`src/verilog/pbm_pkg.sv`:
```
// ----------------------------------------------------------------------
// Shared constants for the basic mode control and status registers
// ----------------------------------------------------------------------
package pbm_pkg;

  // Register indices on the management bus
  localparam logic [4:0]  REG_CTRL_IDX   = 5'h00;
  localparam logic [4:0]  REG_STAT_IDX   = 5'h01;

  // Control word field positions
  localparam int          CTRL_RST_BIT   = 15;
  localparam int          CTRL_LOOP_BIT  = 14;
  localparam int          CTRL_SPEED_BIT = 13;
  localparam int          CTRL_ANEN_BIT  = 12;
  localparam int          CTRL_PD_BIT    = 11;
  localparam int          CTRL_ISO_BIT   = 10;
  localparam logic [9:0]  CTRL_RSVD_VAL  = 10'h100;
  localparam logic [15:0] CTRL_FIXED     = 16'h2100;  // Speed bit and reserved pattern

  // Status word field positions and fixed pattern
  localparam int          STAT_RFAULT_BIT = 4;
  localparam int          STAT_LINK_BIT   = 2;
  localparam int          STAT_JAB_BIT    = 1;
  localparam logic [15:0] STAT_FIXED      = 16'h0061;  // Preamble supp, AN complete, ext cap

  // Timing
  localparam int          CLK_PERIOD_NS  = 50;
  localparam int          SRST_TIME_NS   = 1000;
  localparam int          SRST_CYCLES    = (SRST_TIME_NS + CLK_PERIOD_NS - 1) / CLK_PERIOD_NS;
  localparam logic [5:0]  SRST_CNT_LOAD  = 6'(SRST_CYCLES);

  // Management frame fields
  localparam logic [5:0]  PREAMBLE_LAST  = 6'h1F;  // 32 ones
  localparam logic [1:0]  OP_READ        = 2'h2;
  localparam logic [1:0]  OP_WRITE       = 2'h1;
  localparam logic [1:0]  TA_WRITE       = 2'h2;
  localparam logic [5:0]  ADDR_LAST      = 6'h09;  // 10 address bits
  localparam logic [5:0]  DATA_LAST      = 6'h0F;  // 16 data bits
  localparam logic [4:0]  PHY_ADDR_DFLT  = 5'h00;

  typedef enum logic [2:0] {
    ST_PRE, ST_IDLE, ST_START, ST_OP, ST_ADDR, ST_TA, ST_DATA
  } pbm_mdio_state_type;

endpackage

```
`src/verilog/pbm_mgmt_if.sv`:
```
`timescale 1ns/1ps
// ----------------------------------------------------------------------
// Register access carrier between frame engine and register bank
// ----------------------------------------------------------------------
interface pbm_mgmt_if;
  logic        rd_stb;
  logic        wr_stb;
  logic [4:0]  addr;
  logic [15:0] wdata;
  logic [15:0] rdata;

  modport engine (output rd_stb, output wr_stb, output addr, output wdata, input rdata);
  modport regs   (input rd_stb, input wr_stb, input addr, input wdata, output rdata);
endinterface

```
`src/verilog/pbm_mdio_slave.sv`:
```
`timescale 1ns/1ps
// ----------------------------------------------------------------------
// Serial management frame engine
// ----------------------------------------------------------------------
module pbm_mdio_slave #(
  parameter logic [4:0] PHY_ADDR = pbm_pkg::PHY_ADDR_DFLT
) (
  input  wire logic        clk,      // System clock
  input  wire logic        sys_rst,  // Async reset
  input  wire logic        mdc,      // Management clock pin
  input  wire logic        mdio_i,   // Management data in
  output logic             mdio_o,   // Management data out
  output logic             mdio_oe,  // Drive enable
  pbm_mgmt_if.engine       bus       // Register access
);

  logic [1:0]  mdc_s_r, mdio_s_r;
  logic        mdc_d_r;
  pbm_pkg::pbm_mdio_state_type st_r, st_nxt;
  logic [5:0]  cnt_r, cnt_nxt;
  logic [15:0] sh_r, sh_nxt;
  logic [1:0]  op_r, op_nxt;
  logic        rd_r, rd_nxt, wr_r, wr_nxt;
  logic        o_r, o_nxt, oe_r, oe_nxt;
  logic [4:0]  a_r, a_nxt;
  logic        rise, bit_in;

  // Pins cross from the host's clock; the edge detector reads only stage two
  always_ff @(posedge clk or posedge sys_rst) begin
    if (sys_rst) begin
      mdc_s_r  <= 2'h0;
      mdio_s_r <= 2'h3;
      mdc_d_r  <= 1'h0;
    end else begin
      mdc_s_r  <= {mdc_s_r[0], mdc};
      mdio_s_r <= {mdio_s_r[0], mdio_i};
      mdc_d_r  <= mdc_s_r[1];
    end
  end

  assign rise   = mdc_s_r[1] & ~mdc_d_r;
  assign bit_in = mdio_s_r[1];

  // Frame sequencer; one step per management clock rising edge
  always_comb begin
    st_nxt  = st_r;
    cnt_nxt = cnt_r;
    sh_nxt  = sh_r;
    op_nxt  = op_r;
    rd_nxt  = 1'b0;
    wr_nxt  = 1'b0;
    o_nxt   = o_r;
    oe_nxt  = oe_r;
    a_nxt   = a_r;
    if (rd_r) begin
      sh_nxt = bus.rdata;  // Captured before the read clears latched bits
    end
    if (rise) begin
      case (st_r)
        // Full preamble is needed only after reset or a bad frame
        pbm_pkg::ST_PRE: begin  // RQ14
          cnt_nxt = bit_in ? cnt_r + 6'h01 : 6'h00;
          if (bit_in && cnt_r == pbm_pkg::PREAMBLE_LAST) begin
            st_nxt = pbm_pkg::ST_IDLE;
          end
        end
        pbm_pkg::ST_IDLE: begin
          if (!bit_in) begin
            st_nxt = pbm_pkg::ST_START;
          end
        end
        pbm_pkg::ST_START: begin
          cnt_nxt = 6'h00;
          st_nxt  = bit_in ? pbm_pkg::ST_OP : pbm_pkg::ST_PRE;
        end
        pbm_pkg::ST_OP: begin
          op_nxt  = {op_r[0], bit_in};
          cnt_nxt = cnt_r + 6'h01;
          if (cnt_r != 6'h00) begin
            cnt_nxt = 6'h00;
            if ({op_r[0], bit_in} == pbm_pkg::OP_READ || {op_r[0], bit_in} == pbm_pkg::OP_WRITE) begin
              st_nxt = pbm_pkg::ST_ADDR;
            end else begin
              st_nxt = pbm_pkg::ST_PRE;  // RQ14
            end
          end
        end
        pbm_pkg::ST_ADDR: begin
          sh_nxt  = {sh_r[14:0], bit_in};
          cnt_nxt = cnt_r + 6'h01;
          if (cnt_r == pbm_pkg::ADDR_LAST) begin
            // Only the 32 direct indices exist on this bus
            a_nxt   = {sh_r[3:0], bit_in};  // RQ15
            cnt_nxt = 6'h00;
            st_nxt  = pbm_pkg::ST_TA;
            if (op_r == pbm_pkg::OP_READ && sh_r[8:4] == PHY_ADDR) begin
              rd_nxt = 1'b1;
            end
            op_nxt = (sh_r[8:4] == PHY_ADDR) ? op_r : 2'h0;  // Foreign frame: stay silent
          end
        end
        pbm_pkg::ST_TA: begin
          cnt_nxt = cnt_r + 6'h01;
          if (op_r == pbm_pkg::OP_READ) begin
            oe_nxt = 1'b1;
            o_nxt  = (cnt_r == 6'h00) ? 1'b0 : sh_r[15];
          end
          if (cnt_r != 6'h00) begin
            cnt_nxt = 6'h00;
            st_nxt  = pbm_pkg::ST_DATA;
            if (op_r == pbm_pkg::OP_READ) begin
              sh_nxt = {sh_r[14:0], 1'b0};
            end else if (op_r == pbm_pkg::OP_WRITE && {sh_r[0], bit_in} != pbm_pkg::TA_WRITE) begin
              st_nxt = pbm_pkg::ST_PRE;  // RQ14
            end
          end
          if (op_r != pbm_pkg::OP_READ && cnt_r == 6'h00) begin
            sh_nxt = {sh_r[14:0], bit_in};
          end
        end
        default: begin  // ST_DATA
          cnt_nxt = cnt_r + 6'h01;
          if (op_r == pbm_pkg::OP_READ) begin
            o_nxt  = sh_r[15];
            sh_nxt = {sh_r[14:0], 1'b0};
          end else begin
            sh_nxt = {sh_r[14:0], bit_in};
          end
          if (cnt_r == pbm_pkg::DATA_LAST) begin
            oe_nxt = 1'b0;
            o_nxt  = 1'b0;
            wr_nxt = (op_r == pbm_pkg::OP_WRITE);
            st_nxt = pbm_pkg::ST_IDLE;
          end
        end
      endcase
    end
  end

  // Sequencer registers
  always_ff @(posedge clk or posedge sys_rst) begin
    if (sys_rst) begin
      st_r  <= pbm_pkg::ST_PRE;
      cnt_r <= 6'h00;
      sh_r  <= 16'h0000;
      op_r  <= 2'h0;
      rd_r  <= 1'h0;
      wr_r  <= 1'h0;
      o_r   <= 1'h0;
      oe_r  <= 1'h0;
      a_r   <= 5'h00;
    end else begin
      st_r  <= st_nxt;
      cnt_r <= cnt_nxt;
      sh_r  <= sh_nxt;
      op_r  <= op_nxt;
      rd_r  <= rd_nxt;
      wr_r  <= wr_nxt;
      o_r   <= o_nxt;
      oe_r  <= oe_nxt;
      a_r   <= a_nxt;
    end
  end

  assign bus.rd_stb = rd_r;
  assign bus.wr_stb = wr_r;
  assign bus.addr   = a_r;
  assign bus.wdata  = sh_r;
  assign mdio_o     = o_r;
  assign mdio_oe    = oe_r;
endmodule  // pbm_mdio_slave

```
`src/verilog/pbm_top.sv`:
```
`timescale 1ns/1ps
// Notes on behaviour
// [RQ1] Writing one to control bit 15 resets the standard registers and the bit clears itself when done.
// [RQ2] Control bit 15 reads one while a software reset runs and zero otherwise.
// [RQ3] Software reset leaves maker-specific extended registers untouched.
// [RQ4] Control bit 14 loops MAC-side transmit data back to the MAC-side receive outputs.
// [RQ5] No link-up indication is produced while MAC-side loopback is on.
// [RQ6] Control bit 13 is read-only and always reads one for 100 Mbps.
// [RQ7] Control bit 12 is read-only and reads zero.
// [RQ8] Control bit 11 powers the device down, leaving only register access working.
// [RQ9] Power-down is bit 11 OR the asserted low pin, and the pin sets bit 11.
// [RQ10] Control bit 10 isolates the port from the MAC side while management keeps working.
// [RQ11] Status bits 15 to 11 read zero, link latches low, remote fault and jabber latch high.
// [RQ12] The status word is index one with preamble suppression, AN complete and extended capability reading one.
// [RQ13] Latched-high bits hold one until read; latched-low bits hold zero until read, then track the condition.
// [RQ14] After reset or a bad opcode or turnaround a full 32-bit preamble is needed, later frames may skip it.
// [RQ15] Only indices 0x0 to 0x1F are reachable directly by the host.
// [RQ16] When isolated the MAC-side outputs float and MAC-side transmit inputs are ignored.
// [RQ17] Writes to read-only and reserved bits are ignored and reads give their fixed values.
module pbm_top #(
  parameter logic [4:0] PHY_ADDR = pbm_pkg::PHY_ADDR_DFLT
) (
  input  wire logic       clk,                  // 20 MHz system clock
  input  wire logic       sys_rst,              // Async reset, active high
  input  wire logic       mdc,                  // Management clock pin
  input  wire logic       mdio_i,               // Management data in
  output logic            mdio_o,               // Management data out
  output logic            mdio_oe,              // Management data drive enable
  input  wire logic       irq_powerdown_pin_n,  // Power-down pin, active low
  input  wire logic       mac_tx_en,            // MAC transmit enable
  input  wire logic [3:0] mac_txd,              // MAC transmit data
  output logic            mac_rx_dv,            // MAC receive valid
  output logic [3:0]      mac_rxd,              // MAC receive data
  output logic            mac_out_oe,           // MAC-side output enable
  output logic            line_tx_en,           // To line coder: transmit enable
  output logic [3:0]      line_txd,             // To line coder: transmit data
  input  wire logic       line_rx_dv,           // From line coder: receive valid
  input  wire logic [3:0] line_rxd,             // From line coder: receive data
  input  wire logic       line_link_ok,         // Line link condition
  input  wire logic       line_remote_fault,    // Remote fault event
  input  wire logic       line_jabber,          // Jabber event
  output logic            link_up,              // Link indication
  output logic            powerdown,            // Effective power-down
  output logic            coding_sublayer_rst   // Soft reset in progress
);

  localparam int SRST_N = pbm_pkg::SRST_CYCLES;

  pbm_mgmt_if bus ();

  logic [1:0] pin_s_r;
  logic       loop_r, loop_nxt, pd_r, pd_nxt, iso_r, iso_nxt;
  logic [5:0] srst_cnt_r, srst_cnt_nxt;
  logic       link_lat_r, link_lat_nxt, rf_r, rf_nxt, jab_r, jab_nxt;
  logic       rx_dv_r, rx_dv_nxt, tx_en_r, tx_en_nxt, oe_r, oe_nxt, lnk_r, lnk_nxt;
  logic [3:0] rxd_r, rxd_nxt, txd_r, txd_nxt;
  logic       srst_busy, srst_end, pin_pd, pd_eff, link_cond, active, rd_stat, wr_ctrl;

  // --------------------------------------------------------------------
  // Management frame engine
  // --------------------------------------------------------------------
  pbm_mdio_slave #(.PHY_ADDR(PHY_ADDR)) u_mdio (
    .clk     (clk),
    .sys_rst (sys_rst),
    .mdc     (mdc),
    .mdio_i  (mdio_i),
    .mdio_o  (mdio_o),
    .mdio_oe (mdio_oe),
    .bus     (bus)
  );

  // --------------------------------------------------------------------
  // Register bank
  // --------------------------------------------------------------------

  // Power-down pin is asynchronous; two stages before use
  always_ff @(posedge clk or posedge sys_rst) begin
    if (sys_rst) begin
      pin_s_r <= 2'h3;
    end else begin
      pin_s_r <= {pin_s_r[0], irq_powerdown_pin_n};
    end
  end

  assign pin_pd    = ~pin_s_r[1];
  assign pd_eff    = pd_r | pin_pd;  // RQ9
  assign srst_busy = (srst_cnt_r != 6'h00);
  assign srst_end  = (srst_cnt_r == 6'h01);
  assign rd_stat   = bus.rd_stb && (bus.addr == pbm_pkg::REG_STAT_IDX);
  assign wr_ctrl   = bus.wr_stb && (bus.addr == pbm_pkg::REG_CTRL_IDX);
  assign link_cond = line_link_ok & ~loop_r & ~pd_eff;  // RQ5

  // Read mux; fixed fields are constants so writes cannot reach them
  always_comb begin
    bus.rdata = 16'h0000;
    if (bus.addr == pbm_pkg::REG_CTRL_IDX) begin
      bus.rdata = pbm_pkg::CTRL_FIXED;  // RQ6 RQ7 RQ17
      bus.rdata[pbm_pkg::CTRL_RST_BIT]  = srst_busy;  // RQ2
      bus.rdata[pbm_pkg::CTRL_LOOP_BIT] = loop_r;
      bus.rdata[pbm_pkg::CTRL_PD_BIT]   = pd_r;
      bus.rdata[pbm_pkg::CTRL_ISO_BIT]  = iso_r;
    end else if (bus.addr == pbm_pkg::REG_STAT_IDX) begin
      bus.rdata = pbm_pkg::STAT_FIXED;  // RQ11 RQ12
      bus.rdata[pbm_pkg::STAT_RFAULT_BIT] = rf_r;
      bus.rdata[pbm_pkg::STAT_LINK_BIT]   = link_lat_r;
      bus.rdata[pbm_pkg::STAT_JAB_BIT]    = jab_r;
    end
  end

  // Control and status next state; events win over read clears
  always_comb begin
    loop_nxt     = loop_r;
    pd_nxt       = pd_r;
    iso_nxt      = iso_r;
    srst_cnt_nxt = srst_cnt_r;
    link_lat_nxt = rd_stat ? link_cond : (link_lat_r & link_cond);  // RQ11 RQ13
    rf_nxt       = line_remote_fault | (rf_r & ~rd_stat);  // RQ13
    jab_nxt      = line_jabber | (jab_r & ~rd_stat);  // RQ13
    if (wr_ctrl && !srst_busy) begin
      loop_nxt = bus.wdata[pbm_pkg::CTRL_LOOP_BIT];
      pd_nxt   = bus.wdata[pbm_pkg::CTRL_PD_BIT];
      iso_nxt  = bus.wdata[pbm_pkg::CTRL_ISO_BIT];
      if (bus.wdata[pbm_pkg::CTRL_RST_BIT]) begin
        srst_cnt_nxt = pbm_pkg::SRST_CNT_LOAD;  // RQ1
      end
    end else if (srst_busy) begin
      srst_cnt_nxt = srst_cnt_r - 6'h01;  // RQ1
      if (srst_end) begin
        // Only the standard set returns to defaults; extended space has no reset path here
        loop_nxt     = 1'b0;  // RQ3
        pd_nxt       = 1'b0;
        iso_nxt      = 1'b0;
        link_lat_nxt = 1'b0;
        rf_nxt       = line_remote_fault;
        jab_nxt      = line_jabber;
      end
    end
    if (pin_pd) begin
      pd_nxt = 1'b1;  // RQ9
    end
  end

  // Control and status registers
  always_ff @(posedge clk or posedge sys_rst) begin
    if (sys_rst) begin
      loop_r     <= 1'h0;
      pd_r       <= 1'h0;
      iso_r      <= 1'h0;
      srst_cnt_r <= 6'h00;
      link_lat_r <= 1'h0;
      rf_r       <= 1'h0;
      jab_r      <= 1'h0;
    end else begin
      loop_r     <= loop_nxt;
      pd_r       <= pd_nxt;
      iso_r      <= iso_nxt;
      srst_cnt_r <= srst_cnt_nxt;
      link_lat_r <= link_lat_nxt;
      rf_r       <= rf_nxt;
      jab_r      <= jab_nxt;
    end
  end

  // --------------------------------------------------------------------
  // MAC-side data path
  // --------------------------------------------------------------------

  // Data path is quiet in power-down, isolation and soft reset
  assign active = ~pd_eff & ~iso_r & ~srst_busy;  // RQ8 RQ10

  always_comb begin
    tx_en_nxt = active & ~loop_r & mac_tx_en;  // RQ16
    txd_nxt   = tx_en_nxt ? mac_txd : 4'h0;
    rx_dv_nxt = active & (loop_r ? mac_tx_en : line_rx_dv);  // RQ4
    rxd_nxt   = rx_dv_nxt ? (loop_r ? mac_txd : line_rxd) : 4'h0;
    oe_nxt    = ~iso_r;  // RQ16
    lnk_nxt   = link_cond & ~srst_busy;  // RQ5 RQ8
  end

  always_ff @(posedge clk or posedge sys_rst) begin
    if (sys_rst) begin
      tx_en_r <= 1'h0;
      txd_r   <= 4'h0;
      rx_dv_r <= 1'h0;
      rxd_r   <= 4'h0;
      oe_r    <= 1'h0;
      lnk_r   <= 1'h0;
    end else begin
      tx_en_r <= tx_en_nxt;
      txd_r   <= txd_nxt;
      rx_dv_r <= rx_dv_nxt;
      rxd_r   <= rxd_nxt;
      oe_r    <= oe_nxt;
      lnk_r   <= lnk_nxt;
    end
  end

  assign line_tx_en          = tx_en_r;
  assign line_txd            = txd_r;
  assign mac_rx_dv           = rx_dv_r;
  assign mac_rxd             = rxd_r;
  assign mac_out_oe          = oe_r;
  assign link_up             = lnk_r;
  assign powerdown           = pd_eff;
  assign coding_sublayer_rst = srst_busy;
endmodule  // pbm_top

```
`config.mk`:
```
export PLATFORM = sky130hd
export DESIGN_NAME = pbm_top
export DESIGN_NICKNAME = d
export VERILOG_FILES = /design/src/verilog/pbm_pkg.sv /design/src/verilog/pbm_mgmt_if.sv /design/src/verilog/pbm_mdio_slave.sv /design/src/verilog/pbm_top.sv
export SDC_FILE = /design/constraint.sdc
export NUM_CORES = 1
export LEC_CHECK = 0
export ABC_AREA = 1
export BUFFER_PORTS_ARGS = -buffer_cell sky130_fd_sc_hd__buf_2
export CAP_MARGIN = 40
export CORE_MARGIN = 5
export CORE_UTILIZATION = 35
export CTS_BUF_LIST = sky130_fd_sc_hd__clkbuf_4 sky130_fd_sc_hd__clkbuf_8
export CTS_CLUSTER_DIAMETER = 80
export DETAILED_ROUTE_END_ITERATION = 16
export PLACE_DENSITY_LB_ADDON = 0.05
export SYNTH_ARGS = -nofsm -noshare
export SYNTH_HDL_FRONTEND = slang
export SYNTH_HIERARCHICAL = 1
export SYNTH_SLANG_ARGS = --single-unit
```
`constraint.sdc`:
```
create_clock -name clk -period 2.02 [get_ports clk]
set_clock_uncertainty 0.2 [all_clocks]
set_input_delay 0.404 -clock clk [delete_from_list [all_inputs] [get_ports clk]]
set_output_delay 0.404 -clock clk [all_outputs]
set_load 0.02 [all_outputs]
```
==> results of run 1 <==
==> cell type report <==
| class | instances | area, um2 |
|---|---|---|
| tap | 136 | 170.2 |
| sequential | 67 | 1682 |
| multi-input combinational | 304 | 1708 |
| clock inverter | 5 | 30.03 |
| fill | 1093 | 6015 |
| timing repair buffer | 48 | 290.3 |
| inverter | 62 | 237.7 |
| clock buffer | 11 | 145.1 |
==> worst paths after layout <==
check,from,endpoint,slack [ns],cells after the start
worst min-delay path,line_remote_fault,rf_r,0.04,3
min in group asynchronous,sys_rst,srst_cnt_r[1],0.46,4
worst max register to register,srst_cnt_r[0],u_mdio/bus.wdata[15],0.15,9
worst max-delay path,srst_cnt_r[0],coding_sublayer_rst,0.09,4
max in group asynchronous,sys_rst,u_mdio/bus.addr[0],0.70,4
worst min register to register,u_mdio/mdc_s_r[0],u_mdio/mdc_s_r[1],0.15,0
==> power breakdown <==
group	switching [mW]	internal (mW)
Clock	0.528	0.486
Combinational	0.0999	0.0560
Sequential	0.0195	1.36
Total	0.647	1.90
==> state kept, by name, indices dropped and copies added, names as in the netlist, 2 cells and up <==
register / flops
u_mdio/st_r: 3
u_mdio/mdc_s_r: 2
u_mdio/bus.addr: 5
srst_cnt_r: 6
pin_s_r: 2
mac_rxd: 4
u_mdio/mdio_s_r: 2
u_mdio/bus.wdata: 16
line_txd: 4
u_mdio/op_r: 2
u_mdio/cnt_r: 6
==> worst max-delay path: stages (launching register included) <==
cell and delay [ns]:
dfrtp_1 0.41, inv_1 0.12, ha_2 0.22, nand3_4 0.08, buf_4 0.16
==> metal layers <==
layer  vias to the layer above  share of wire (%)
met5                         -                  0
met4                         0                1.9
met3                        12                4.3
met2                        57                 47
met1                      1326                 46
li1                       1499                  -
==> through the flow <==
| step | hold WS, ns | cell area [um2] | power [mW] | util (%) |
|---|---|---|---|---|
| after global placement | 0.1402 | 4023 | 1.557 | 39.14 |
| final | 0.03924 | 4263 | 2.550 | 41.48 |
| after CTS | 0.02334 | 4258 | 2.620 | 41.43 |
| after detailed placement | 0.1450 | 4023 | 1.559 | 39.14 |
| after floorplan | 0.1312 | 3674 | 1.505 | - |
| after global routing | 0.03328 | 4263 | 2.693 | 41.48 |
==> timing repair <==
item	CTS	global route
endpoints found under the hold margin	27	0
endpoints found under the setup margin	1	2
hold buffers	4	0
pin swaps	0	0
resized for setup	2	1
buffers inserted	2	0
==> cells by family after synthesis <==
family	synth area share, %
AOI/OAI and AO/OA	4.407
xor gates and xnor gates	0.9565
adders and majority gates	2.050
buffers and inverters	7.960
DFF	45.92
muxes	4.578
other	0.1024
and+or+nand+nor	34.03
==> Yosys cell counts, drive strengths merged <==
library cell | count | share of area [%]
nand4 | 9 | 1.5
a21oi | 13 | 2.3
nand3 | 56 | 8.7
nor3 | 5 | 1.4
nand3b | 1 | 0.21
xor2 | 4 | 0.96
nor4 | 1 | 0.17
inv | 62 | 6.5
nand2 | 129 | 14
o21ai | 11 | 1.9
conb | 1 | 0.10
nor3b | 1 | 0.34
mux2 | 14 | 4.3
o21a | 1 | 0.21
dfstp | 4 | 2.9
dfrtp | 63 | 43
nor2 | 46 | 6.9
ha | 6 | 2.0
buf | 8 | 1.5
mux2i | 1 | 0.27
or2 | 2 | 0.34
==> impl_metrics.csv, run 1 <==
group,metric,value,unit
run_status,status,"finished clean",
critical_path,end_kind,"primary output",
critical_path,cp_max_fo,4,
sta,setup_tns,0,ns
place,port_buffers,33,
global_route,grt_max_degree,42,
layout,layout_commonest_cell,"nand2_1",
synth,synthesis.instances,438,
place,place_ws,0.1396,ns
global_route,gr-usage-all-layers,14.20,%
layout,nNetsFinal,516,
floorplan,die-height,112.3,um
floorplan,fp.dieW,112.3,um
synth,avgSynthCellArea,8.361,um2
place,dp_hpwl,6086,um
power,cellLeakagePower,2.248,nW
route,vias,2894,
synth,seq_area_frac_synth,45.92,%
critical_path,worst-endpoint-required,1.42,ns
route,drc,0,
synth,ys_types,37,
sta,hold_violations,0,
layout,antenna_cells,0,
route,drt_pre_antenna_iters,4,
floorplan,core,10280,um2
global_route,busiest_layer,"met2",
clock_tree,numCtsBuffers,9,
sta,min_period_over_period,95.53,%
power,irDropWorstVdd,308.1,uV
clock_tree,cts_tree,"done",
sta,setup_violations,0,
sta,slew_headroom,64.02,%
sta,slew_viol_final,0,
sta,fin_crit,1.930,ns
place,dp_cells,611,
sta,worst_slack,0.09021,ns
clock_tree,clkLatencyLatePin,0.35,ns
sta,grt_setup_unrepaired,"false",
clock_tree,cts.sinks,67,
layout,drive_gt1_share,25.55,%
global_route,grt_overflow_total,0,
power,power.density,598.1,nW/um2
global_route,grtUsageMet1,18.43,%
global_route,grt_pass1_vias,2940,
synth,ys_warn_count,6,
route,ant_nets,0,
synth,yosys_register_bits,67,
synth,netlist_area,3662,um2
layout,area_delta_synth_final,16.40,%
clock_tree,clock-root-buffer,"clkbuf_8",
sta,fmax,518.2,MHz
critical_path,crit_type,"reg2out",
floorplan,die-area,12610,um2
sta,tightest_slew,0.5397,ns
route,wl_per_cell,13.14,um
global_route,met2_usage,23.24,%
route,totalWireLength,8318,um
floorplan,io_pins,34,
global_route,grt_antenna_before_repair,0,
clock_tree,h-tree-depth,3,
critical_path,cp.arrival,1.33,ns
run,maxCapViolations,0,
floorplan,row_count,37,
floorplan,start_util,35.63,%
layout,final_cell_mix,"nand2_1 (119), dfrtp_1 (63), inv_1 (53)",
clock_tree,path_clk_slew,0.08,ns
critical_path,start_kind,"flop",
hold_path,hold_class,"in2reg",
route,avgViaCountPerCell,4.572,
global_route,met3_usage,3.235,%
route,drt_iter0_drc,188,
global_route,grt_first_pass_wirelength,14380,um
place,gp_congestion,0.8569,
clock_tree,clockBufferDepth,2,
layout,fin_cells,633,
Power figures use the tool's default switching activity.
==> run 2: changes to the inputs <==
- MAX_ROUTING_LAYER: default -> met4
==> impl_metrics.csv, run 2 (synthesis results as in run 1) <==
group,metric,value,unit
power,cellLeakagePower,2.248,nW
critical_path,critPathMaxStageDelay,0.41,ns
run_status,status,"finished clean",
clock_tree,clkLatencyLatePin,0.35,ns
clock_tree,cts.sinks,67,
layout,drive_gt1_share,25.55,%
hold_path,hold_class,"in2reg",
layout,largest_register_ffs,16,
layout,area_delta_synth_final,16.40,%
global_route,grt_pass1_vias,2935,
critical_path,crit_family,"flip-flops",
clock_tree,cts_tree,"done",
global_route,grt_antenna_before_repair,0,
critical_path,end_kind,"primary output",
route,wl_per_cell,13.15,um
critical_path,crit_type,"reg2out",
global_route,gr-usage-all-layers,14.63,%
route,vias,2897,
floorplan,die-area,12610,um2
hold_path,hp-start,"line_remote_fault",
critical_path,cp_max_fo,4,
route,totalWireLength,8326,um
route,drt_iter0_drc,189,
sta,setup_violations,0,
critical_path,start_kind,"flop",
place,port_buffers,33,
floorplan,fp.dieW,112.3,um
sta,slew_viol_final,0,
route,ant_nets,0,
critical_path,r2r-start,"srst_cnt_r[0]",
sta,fin_crit,1.928,ns
sta,whs,0.04090,ns
sta,grt_setup_unrepaired,"false",
run,maxCapViolations,0,
sta,hold_violations,0,
route,drt_pre_antenna_iters,4,
clock_tree,clockBufferDepth,2,
layout,antenna_cells,0,
place,gp_congestion,0.8706,
clock_tree,path_clk_slew,0.08,ns
sta,worst_slack,0.09152,ns
place,dpl_cell_area,4023,um2
sta,setup_tns,0,ns
critical_path,worst-endpoint-required,1.42,ns
place,dp_cells,611,
global_route,grt_max_degree,42,
layout,layout_commonest_cell,"nand2_1",
critical_path,slowest_stage,"dfrtp_1",
clock_tree,h-tree-depth,3,
layout,final_util,41.48,%
sta,fmax,518.5,MHz
layout,final_area,4263,um2
place,place_ws,0.1396,ns
sta,slew_headroom,64.12,%
layout,nFillCells,1093,
floorplan,row_count,37,
critical_path,worstPathCellList,"inv_1 > ha_2 > nand3_4 > buf_4",
floorplan,start_util,35.63,%
power,power.density,598.0,nW/um2
critical_path,startpoint,"srst_cnt_r[0]",
floorplan,die-height,112.3,um
clock_tree,numCtsBuffers,9,
power,irDropWorstVdd,308.6,uV
critical_path,path_buf_inv,2,
route,avgViaCountPerCell,4.577,
sta,tightest_slew,0.5382,ns
route,drc,0,
layout,fin_cells,633,
place,dp_hpwl,6086,um
clock_tree,clock-root-buffer,"clkbuf_8",
floorplan,core,10280,um2
floorplan,io_pins,34,
global_route,grt_overflow_total,0,
layout,final_cell_mix,"nand2_1 (119), dfrtp_1 (63), inv_1 (53)",
critical_path,cp.arrival,1.32,ns
global_route,grt_first_pass_wirelength,14390,um
sta,min_period_over_period,95.47,%
power,power,2.549,mW
layout,nNetsFinal,516,
[run 2: cell counts in the layout (fill, tap and decap cells not counted)]
No cell type changed its count.
[run 2: worst paths after layout]
| kind | cells after the start | endpoint | slack [ns] |
|---|---|---|---|
| max | 4 | coding_sublayer_rst | 0.09 |
| min | 3 | rf_r | 0.04 |
| max reg2reg | 9 | u_mdio/bus.wdata[15] | 0.15 |
| min reg2reg | 0 | u_mdio/mdc_s_r[1] | 0.15 |
| max in group asynchronous | 4 | u_mdio/bus.addr[0] | 0.70 |
| min in group asynchronous | 4 | srst_cnt_r[1] | 0.46 |
[run 2: layer usage]
metal	share of wire [%]	GRT usage, %	vias up
li1	-	-	1499
met1	46	18.46	1331
met2	47	23.24	56
met3	4.4	3.235	11
met4	1.8	5.128	0
met5	0	-	-
[run 2: repair_timing]
item | 4_1_cts | 5_1_grt
gates resized for setup | 2 | 1
buffers inserted | 2 | 0
setup endpoints to repair | 1 | 2
hold buffers | 4 | 0
endpoints found under the hold margin | 27 | 0
[run 2: area by class of cell]
class                      instances  area, um2  area share [%]
inverter                          62      237.7           5.577
clock buffer                      11      145.1           3.405
tap                              136      170.2           3.992
multi-input combinational        304       1708           40.06
clock inverter                     5      30.03          0.7044
sequential                        67       1682           39.45
timing repair buffer              48      290.3           6.809
[run 2: power by group]
part	internal, mW	leakage (nW)	total, mW	switching, mW
Sequential	1.36	0.872	1.38	0.0195
Combinational	0.0560	1.29	0.156	0.0999
Clock	0.486	0.0885	1.01	0.527
[run 2: worst register-to-register path: stages, from the launching register on]
cell and delay, ns:
dfrtp_1 0.41, inv_1 0.12, ha_2 0.22, nand3_4 0.08
buf_4 0.15, inv_2 0.14, nor2_1 0.05, mux2_2 0.26
nand2_1 0.08, o21ai_2 0.05
